[config.mk]
export PLATFORM = sky130hd
export DESIGN_NAME = stop_release_and_reset_control
export DESIGN_NICKNAME = d
export VERILOG_FILES = /design/src/stop_reset_pkg.sv /design/src/stop_release_and_reset_control.sv
export SDC_FILE = /design/constraint.sdc
export NUM_CORES = 1
export LEC_CHECK = 0
export BUFFER_PORTS_ARGS = -buffer_cell sky130_fd_sc_hd__buf_2
export CAP_MARGIN = 20
export CORE_MARGIN = 10
export CORE_UTILIZATION = 30
export DETAILED_ROUTE_END_ITERATION = 6
export SETUP_SLACK_MARGIN = 0.3
export SYNTH_ARGS = -nofsm -noshare
export SYNTH_HDL_FRONTEND = slang
export SYNTH_SLANG_ARGS = --single-unit
[constraint.sdc]
create_clock -name ref_clk -period 3.05 [get_ports ref_clk]
set_input_delay 0.61 -clock ref_clk [delete_from_list [all_inputs] [get_ports ref_clk]]
set_output_delay 0.61 -clock ref_clk [all_outputs]
set_load 0.03 [all_outputs]
[src/stop_reset_pkg.sv]
package stop_reset_pkg;

  // ****************************************
  // Timing
  // ****************************************
  localparam int CLK_MHZ = 125;
  localparam int BOOST_MIN_NS = 4060;
  localparam int BOOST_CYC = (BOOST_MIN_NS * CLK_MHZ + 999) / 1000;
  localparam int BOOST_EXT_CYC = 160;
  localparam int WAIT_VEC_CYC = 8;
  localparam int WAIT_NOVEC_CYC = 2;
  localparam int SETTLE_DEF_CYC = 256;
  localparam int RST_PROC_CYC = 16;
  localparam int CNT_W = 16;

  // ****************************************
  // Reset vector and sources
  // ****************************************
  localparam logic [15:0] RESET_VEC_ADDR = 16'h0000;
  localparam int SRC_PIN = 0;
  localparam int SRC_WDT = 1;
  localparam int SRC_POC = 2;
  localparam int SRC_LVD = 3;

  typedef enum logic [2:0] {
    ST_RUN = 3'b000,
    ST_STOP = 3'b001,
    ST_SETTLE = 3'b010,
    ST_BOOST = 3'b011,
    ST_WAIT = 3'b100,
    ST_RESET = 3'b101,
    ST_RST_SETTLE = 3'b110
  } seq_state_t;

  typedef struct packed {
    logic int_mask_flag;
    logic int_level_flag;
    logic irq_accept_enable;
    logic in_service_priority;
  } irq_view_t;

  typedef struct packed {
    logic cpu_clk_en;
    logic vector_take;
    logic resume_next;
    logic start_at_reset_vec;
  } cpu_ctl_t;

endpackage

[src/stop_release_and_reset_control.sv]
`timescale 1ns/1ps
`default_nettype none
// How it works
// - Unmasked interrupt ends STOP after settling.
// - Wait 8 clocks vectored, 2 otherwise.
// - Mask, priority, enable and IN_SERVICE_PRIORITY choose outcome.
// - Reset in STOP acts as normal reset.
// - Boost at entry gates clock after release.
// - Low-speed osc keeps pre-STOP state.
// - Four reset sources merged into one.
// - Every reset starts at vector 0000H.
// - Ports float in reset, echo pin low.
// - Low pin holds reset, high releases.
// - Watchdog reset releases itself.
// - Voltage resets release when supply recovers.
// - Oscillators stopped, external clocks ignored in reset.
// - STOP contents kept while reset held.
// - Detector reset never resets the detector.
// - CAN runs in STOP, divider halted.
// - Serial ports run only on allowed clocks.
// - Watchdog reset also resets watchdog.
module stop_release_and_reset_control
  import stop_reset_pkg::*;
#(
  parameter int SETTLE_CYC = SETTLE_DEF_CYC,
  parameter int PORT_W = 8
)
(
  // Clock and reset
  input wire logic ref_clk,
  input wire logic sys_rst,
  // Reset sources
  input wire logic reset_pin_n,
  input wire logic wdt_overflow,
  input wire logic poc_below,
  input wire logic lvd_below,
  // STOP control
  input wire logic stop_req,
  input wire logic osc_amp_boost,
  input wire logic ext_clk_selected,
  input wire logic low_speed_sw_run,
  input wire logic irq_req,
  input wire irq_view_t irq_view,
  // Peripheral clock selections
  input wire logic serial_on_timer_a_out,
  input wire logic clocked_serial_ext_clk,
  // CPU and clocks
  output cpu_ctl_t cpu_ctl,
  output logic [15:0] start_addr,
  output logic osc_run,
  output logic ext_clk_accept,
  output logic low_speed_osc_run,
  output logic osc_settle_count_status,
  output logic in_stop,
  output logic sys_reset_out,
  output logic wdt_reset,
  output logic lvd_reset_block,
  // Peripheral gating in STOP
  output logic can_run,
  output logic muldiv_run,
  output logic async_serial_a_run,
  output logic async_serial_b_run,
  output logic clocked_serial_port_run,
  // Port pins
  output logic [PORT_W-1:0] port_oe_n,
  output logic reset_echo_port_pin
);

  // Settle count must fit the shared down-counter
  if (SETTLE_CYC < 1 || SETTLE_CYC >= (1 << CNT_W) || PORT_W < 1)
  begin : g_bad_param
    $error("stop_release_and_reset_control: bad parameter");
  end

  // ****************************************
  // Reset merge
  // ****************************************
  logic [3:0] rst_src;
  logic rst_any;
  assign rst_src = {lvd_below, poc_below, wdt_overflow, ~reset_pin_n};
  assign rst_any = |rst_src;

  localparam logic [CNT_W-1:0] SETTLE_LD = CNT_W'(SETTLE_CYC - 1);
  localparam logic [CNT_W-1:0] RSTPROC_LD = CNT_W'(RST_PROC_CYC - 1);
  localparam logic [CNT_W-1:0] BOOST_LD = CNT_W'(BOOST_CYC - 1);
  localparam logic [CNT_W-1:0] BOOSTX_LD = CNT_W'(BOOST_EXT_CYC - 1);
  localparam logic [CNT_W-1:0] WVEC_LD = CNT_W'(WAIT_VEC_CYC - 1);
  localparam logic [CNT_W-1:0] WNOV_LD = CNT_W'(WAIT_NOVEC_CYC - 1);

  seq_state_t state_r;
  logic [CNT_W-1:0] cnt_r;
  logic boost_r;
  logic vec_r;
  logic wake;
  logic vec_dec;

  // Table decision: mask holds STOP, level/enable/IN_SERVICE_PRIORITY pick servicing
  assign wake = irq_req && !irq_view.int_mask_flag;
  assign vec_dec = irq_view.int_level_flag ?
                   (irq_view.irq_accept_enable && irq_view.in_service_priority) :
                   irq_view.irq_accept_enable;

  // ****************************************
  // Sequencer
  // ****************************************
  always_ff @(posedge ref_clk)
  begin
    if (sys_rst)
    begin
      state_r <= ST_RESET;
      cnt_r <= RSTPROC_LD;
      boost_r <= 1'b0;
      vec_r <= 1'b0;
    end
    else if (rst_any)
    begin
      // Reset wins over every STOP phase
      state_r <= ST_RESET;
      cnt_r <= RSTPROC_LD;
      vec_r <= 1'b0;
    end
    else
    begin
      unique case (state_r)
        ST_RUN:
        begin
          if (stop_req)
          begin
            state_r <= ST_STOP;
            boost_r <= osc_amp_boost;
          end
        end
        ST_STOP:
        begin
          if (wake)
          begin
            state_r <= ST_SETTLE;
            cnt_r <= SETTLE_LD;
            vec_r <= vec_dec;
          end
        end
        ST_SETTLE:
        begin
          if (cnt_r == '0)
          begin
            if (boost_r)
            begin
              state_r <= ST_BOOST;
              cnt_r <= ext_clk_selected ? BOOSTX_LD : BOOST_LD;
            end
            else
            begin
              state_r <= ST_WAIT;
              cnt_r <= vec_r ? WVEC_LD : WNOV_LD;
            end
          end
          else
            cnt_r <= cnt_r - 1'b1;
        end
        ST_BOOST:
        begin
          if (cnt_r == '0)
          begin
            state_r <= ST_WAIT;
            cnt_r <= vec_r ? WVEC_LD : WNOV_LD;
          end
          else
            cnt_r <= cnt_r - 1'b1;
        end
        ST_WAIT:
        begin
          if (cnt_r == '0)
            state_r <= ST_RUN;
          else
            cnt_r <= cnt_r - 1'b1;
        end
        ST_RESET:
        begin
          // Sources released: automatic for watchdog and voltage
          state_r <= ST_RST_SETTLE;
          cnt_r <= RSTPROC_LD;
        end
        ST_RST_SETTLE:
        begin
          if (cnt_r == '0)
            state_r <= ST_RUN;
          else
            cnt_r <= cnt_r - 1'b1;
        end
        default:
          state_r <= ST_RESET;
      endcase
    end
  end

  // ****************************************
  // CPU side outputs
  // ****************************************
  logic leave_wait;
  logic leave_rst;
  assign leave_wait = (state_r == ST_WAIT) && (cnt_r == '0) && !rst_any;
  assign leave_rst = (state_r == ST_RST_SETTLE) && (cnt_r == '0) && !rst_any;

  always_ff @(posedge ref_clk)
  begin
    if (sys_rst)
    begin
      cpu_ctl <= '0;
      start_addr <= RESET_VEC_ADDR;
      in_stop <= 1'b0;
      sys_reset_out <= 1'b1;
    end
    else
    begin
      cpu_ctl.cpu_clk_en <= (state_r == ST_RUN && !stop_req && !rst_any) ||
                            leave_wait || leave_rst;
      cpu_ctl.vector_take <= leave_wait && vec_r;
      cpu_ctl.resume_next <= leave_wait && !vec_r;
      cpu_ctl.start_at_reset_vec <= leave_rst;
      start_addr <= RESET_VEC_ADDR;
      in_stop <= !rst_any && (state_r == ST_STOP || (state_r == ST_RUN && stop_req));
      sys_reset_out <= rst_any || (state_r == ST_RESET) ||
                       (state_r == ST_RST_SETTLE && !leave_rst);
    end
  end

  // ****************************************
  // Oscillators and detectors
  // ****************************************
  logic rst_phase;
  assign rst_phase = rst_any || state_r == ST_RESET;

  always_ff @(posedge ref_clk)
  begin
    if (sys_rst)
    begin
      osc_run <= 1'b0;
      ext_clk_accept <= 1'b0;
      low_speed_osc_run <= 1'b0;
      osc_settle_count_status <= 1'b0;
      wdt_reset <= 1'b1;
      lvd_reset_block <= 1'b0;
    end
    else
    begin
      osc_run <= !rst_phase;
      ext_clk_accept <= !rst_phase;
      // Frozen through STOP unless a reset arrives: otherwise it only stops there if software stopped it first
      if (state_r != ST_STOP || rst_phase)
        low_speed_osc_run <= !rst_phase && low_speed_sw_run;
      osc_settle_count_status <= (state_r == ST_RUN) || (state_r == ST_BOOST) ||
                                 (state_r == ST_WAIT);
      wdt_reset <= rst_any;
      // Keeps the detector alive across its own reset
      lvd_reset_block <= lvd_below;
    end
  end

  // ****************************************
  // Peripherals and pins
  // ****************************************
  logic stopped;
  assign stopped = (state_r == ST_STOP);

  always_ff @(posedge ref_clk)
  begin
    if (sys_rst)
    begin
      can_run <= 1'b0;
      muldiv_run <= 1'b0;
      async_serial_a_run <= 1'b0;
      async_serial_b_run <= 1'b0;
      clocked_serial_port_run <= 1'b0;
    end
    else
    begin
      can_run <= !rst_phase;
      muldiv_run <= !rst_phase && !stopped;
      async_serial_a_run <= !rst_phase && (!stopped || serial_on_timer_a_out);
      async_serial_b_run <= !rst_phase && (!stopped || serial_on_timer_a_out);
      clocked_serial_port_run <= !rst_phase && (!stopped || clocked_serial_ext_clk);
    end
  end

  logic float_pins;
  assign float_pins = rst_any || state_r == ST_RESET || state_r == ST_RST_SETTLE;

  always_ff @(posedge ref_clk)
  begin
    if (sys_rst)
    begin
      port_oe_n <= '1;
      reset_echo_port_pin <= 1'b0;
    end
    else
    begin
      port_oe_n <= float_pins ? '1 : '0;
      reset_echo_port_pin <= !float_pins;
    end
  end

  // ****************************************
  // Checks
  // ****************************************
  property p_mask_holds;
    @(posedge ref_clk) disable iff (sys_rst)
    (state_r == ST_STOP && !rst_any && !wake) |=> state_r == ST_STOP;
  endproperty
  a_mask_holds: assert property (p_mask_holds) else $error("STOP left without cause");

  property p_reset_wins;
    @(posedge ref_clk) disable iff (sys_rst)
    rst_any |=> state_r == ST_RESET && sys_reset_out;
  endproperty
  a_reset_wins: assert property (p_reset_wins) else $error("reset not taken");

  property p_wait_vec;
    @(posedge ref_clk) disable iff (sys_rst)
    (state_r != ST_WAIT ##1 state_r == ST_WAIT && vec_r) |->
      (state_r == ST_WAIT && !rst_any)[*8] |=> state_r == ST_RUN;
  endproperty
  a_wait_vec: assert property (p_wait_vec) else $error("vectored wait length wrong");

  property p_wait_novec;
    @(posedge ref_clk) disable iff (sys_rst)
    (state_r != ST_WAIT ##1 state_r == ST_WAIT && !vec_r && !rst_any ##1 !rst_any)
      |=> state_r == ST_RUN;
  endproperty
  a_wait_novec: assert property (p_wait_novec) else $error("plain wait length wrong");

  property p_float;
    @(posedge ref_clk) disable iff (sys_rst)
    rst_any |=> port_oe_n == '1 && !reset_echo_port_pin;
  endproperty
  a_float: assert property (p_float) else $error("pins not floated in reset");

  property p_vec_addr;
    @(posedge ref_clk) disable iff (sys_rst)
    cpu_ctl.start_at_reset_vec |-> start_addr == 16'h0000 && cpu_ctl.cpu_clk_en;
  endproperty
  a_vec_addr: assert property (p_vec_addr) else $error("bad reset vector");

  property p_osc_off;
    @(posedge ref_clk) disable iff (sys_rst)
    rst_any |=> !osc_run && !ext_clk_accept && !low_speed_osc_run;
  endproperty
  a_osc_off: assert property (p_osc_off) else $error("oscillator running in reset");

  property p_decide;
    @(posedge ref_clk) disable iff (sys_rst)
    (state_r == ST_STOP && wake && !rst_any) |=>
      vec_r == $past(vec_dec) && state_r == ST_SETTLE;
  endproperty
  a_decide: assert property (p_decide) else $error("wake decision wrong");

  property p_muldiv;
    @(posedge ref_clk) disable iff (sys_rst)
    state_r == ST_STOP |=> !muldiv_run;
  endproperty
  a_muldiv: assert property (p_muldiv) else $error("divider runs in STOP");

  property p_ls_hold;
    @(posedge ref_clk) disable iff (sys_rst)
    (state_r == ST_STOP && !rst_any) |=> $stable(low_speed_osc_run);
  endproperty
  a_ls_hold: assert property (p_ls_hold) else $error("low-speed osc moved in STOP");

  c_wake_vec: cover property (@(posedge ref_clk) cpu_ctl.vector_take);
  c_wake_next: cover property (@(posedge ref_clk) cpu_ctl.resume_next);
  c_boost: cover property (@(posedge ref_clk) state_r == ST_BOOST);
  c_stop_reset: cover property (@(posedge ref_clk) state_r == ST_STOP ##1 state_r == ST_RESET);

endmodule
`default_nettype wire

==> impl_metrics.ini <==
[synth]
synth_top_area_cell = dfxtp_1
async_flop_share = 0
ys_warn_count = 0
postSynthAreaPerCell_um2 = 8.350
ys_seq_elements = 37
yosysUniqueCellTypes = 56
ys.flop_type = dfxtp_1
netlist_instances = 254
synthDominantCellAreaShare = 0.3493
synth.area.top_cells = dfxtp_1, buf_4, nor2_1
synth_edf_count = 0
seq_area_frac_synth = 0.3493
synth.cell_area_um2 = 2121

[timing]
setup-violations-final = 0
fin_crit_ps = 2297
finalCritPeriodShare = 0.7531
slew_violations = 0
rsz0062_at_grt = no
fmax_ghz = 0.4354
worst_slew_pin_slew_ps = 675.6
tns_ps = 0
skew_ps = 6.400
hold_violations = 0
relSlewSlack = 0.5449

[layout]
mostFrequentLayoutCells = buf_2, dfxtp_1, nor2_1
mostFrequentLayoutCell = buf_2
regArea_um2 = 740.7
nets = 300
layout-drive-gt1-share = 0.2340
largestRegisters = cnt_r x16, cpu_ctl x4, state_r x3
final_util = 0.3485
fill_cells = 739
antennaDiodeCount = 0
multiInputGateArea_um2 = 1145
synthToLayoutAreaGrowth_pct = 12.27
largest-register = cnt_r
largest_reg_flops = 16

[pwr]
finalPower_mw = 0.9939
p_leak_nw = 0.9186
cellPowerDensity_nw_per_um2 = 417.4
vdd_ir_drop_max_mv = 0.1572

[setup_path]
worstRegToRegCells = 7
cp_max_fo = 18
start_kind = register
critical_path_class = register to register
worstPathRequired_ps = 3250
timing.rr.start = cnt_r[0]
ff2ff_setup_slack_ps = 750
worstReg2RegEnd = cnt_r[4]
worstPathArrival_ps = 2500
crit_path_end_kind = register

[die]
core_um2 = 6832
fp.dieW_um = 104.1
start_util = 0.3104
die_y_um = 104.1
num_rows = 30
pin_count = 59
die_area_um2 = 10830

[cts]
htree_levels = 2
post-cts-setup-buffers = 0
cts_resized = 0
postCtsHoldBufs = 0
insertion_delay_ps = 290
cts_made_buffers = 5
cts_root_buf = clkbuf_8
cts_tree = built
clockBufferDepth = 2
cts_sinks = 37
cts.reportedPaths.clkPinSlew_ps = 80

[route]
drt-initial-drc-count = 131
dr.pass1.iters = 4
wl_per_cell_um = 13.85
avgViaCountPerCell = 4.820
vias = 1822
drc = 0
routed_wirelength_mm = 5.237
ant_nets = 0

[grt]
grt_max_degree = 23
antenna_found_initial = 0
grt_pass1_wl_mm = 8.811
grt_pass1_vias = 1846
grtUsageTotal = 0.09378
gr-total-overflow = 0

[placed_design]
hpwlAfterDp_mm = 3.988
io_buffers = 42
gp_congestion = 0.8537

[worst_hold_path]
hold_path_startpoint = low_speed_osc_run
hold_end = low_speed_osc_run
holdPathStages = 2
hold_class = register to register

[outcome]
run_status = finished, final reports clean

[run]
max-cap-violations = 0
==> how the worst max path moves through the flow <==
stage          startpoint          to  slack (ps)  cells past startpoint
5_1_grt          cnt_r[0]    cnt_r[1]         510                      7
3_5_place_dp    poc_below    cnt_r[7]         700                      8
3_3_place_gp    poc_below  cpu_ctl[1]         730                      7
4_1_cts          cnt_r[0]    cnt_r[4]         780                      7
6_report         cnt_r[0]    cnt_r[4]         750                      7
2_1_floorplan   poc_below  cpu_ctl[1]        1230                      6
==> where the power goes <==
part	internal, mW	switching (mW)
Sequential	0.484	0.00155
Combinational	0.0150	0.0464
Clock	0.266	0.181
==> synth_stat cells (3+ instances only) <==
library cell	n
a211oi_1	6
a21oi_1	18
a221oi_1	3
and2_1	3
buf_2	4
buf_4	29
clkbuf_1	3
dfxtp_1	37
inv_1	8
nand2_1	11
nand2b_1	8
nand3_1	7
nand3b_1	3
nor2_1	25
nor2b_1	10
nor3_1	3
nor4_1	4
o2111ai_1	5
o211ai_1	3
o21ai_0	12
o21ai_1	3
xnor2_1	4
xor2_1	4
==> critical path, cell delays in order (launching register included) <==
cell and delay [ps]:
dfxtp_1 390, inv_1 80, ha_1 190, nor3b_1 150, and4_1 430, a21oi_2 540
o31ai_1 140, a221oi_1 290
==> per-stage QoR <==
step	instance area [um2]	worst slack, ps	cells	hold WS, ps
2_1_floorplan	2177	1232	269	434.1
3_3_place_gp	2261	725.2	370	472.8
3_5_place_dp	2261	696.1	370	478.0
4_1_cts	2381	778.1	378	492.2
5_1_grt	2381	506.2	378	512.6
6_report	2381	753.0	378	491.3
==> kinds of logic (layout without fill, tap and decap cells) <==
family / after synthesis / count (layout) / share of synthesized area
and+or+nand+nor: 95 / 95 / 0.2625
AOI/OAI and AO/OA: 63 / 63 / 0.1994
buffers and inverters: 47 / 60 / 0.1375
DFF: 37 / 37 / 0.3493
xor gates and xnor gates: 8 / 8 / 0.03303
adders and majority gates: 2 / 2 / 0.01180
other: 1 / 16 / 0.001768
muxes: 1 / 1 / 0.004720
==> per-layer routing <==
metal  track usage  vias to the layer above  wire length [um]
met5             0                        -                 0
met4       0.03877                        0                97
met3       0.03160                        8               424
met2        0.1432                       79              2240
met1        0.1174                      820              2474
li1              -                      915                 -
==> cell type report <==
type,instances,area share
Timing Repair Buffer,44,0.09459
Clock inverter,2,0.01576
Multi-Input combinational cell,185,0.4808
Tap cell,96,0.05045
Inverter,8,0.01261
Sequential cell,37,0.3111
Clock buffer,6,0.03468
Note: power is estimated with default switching activity, not from simulation.
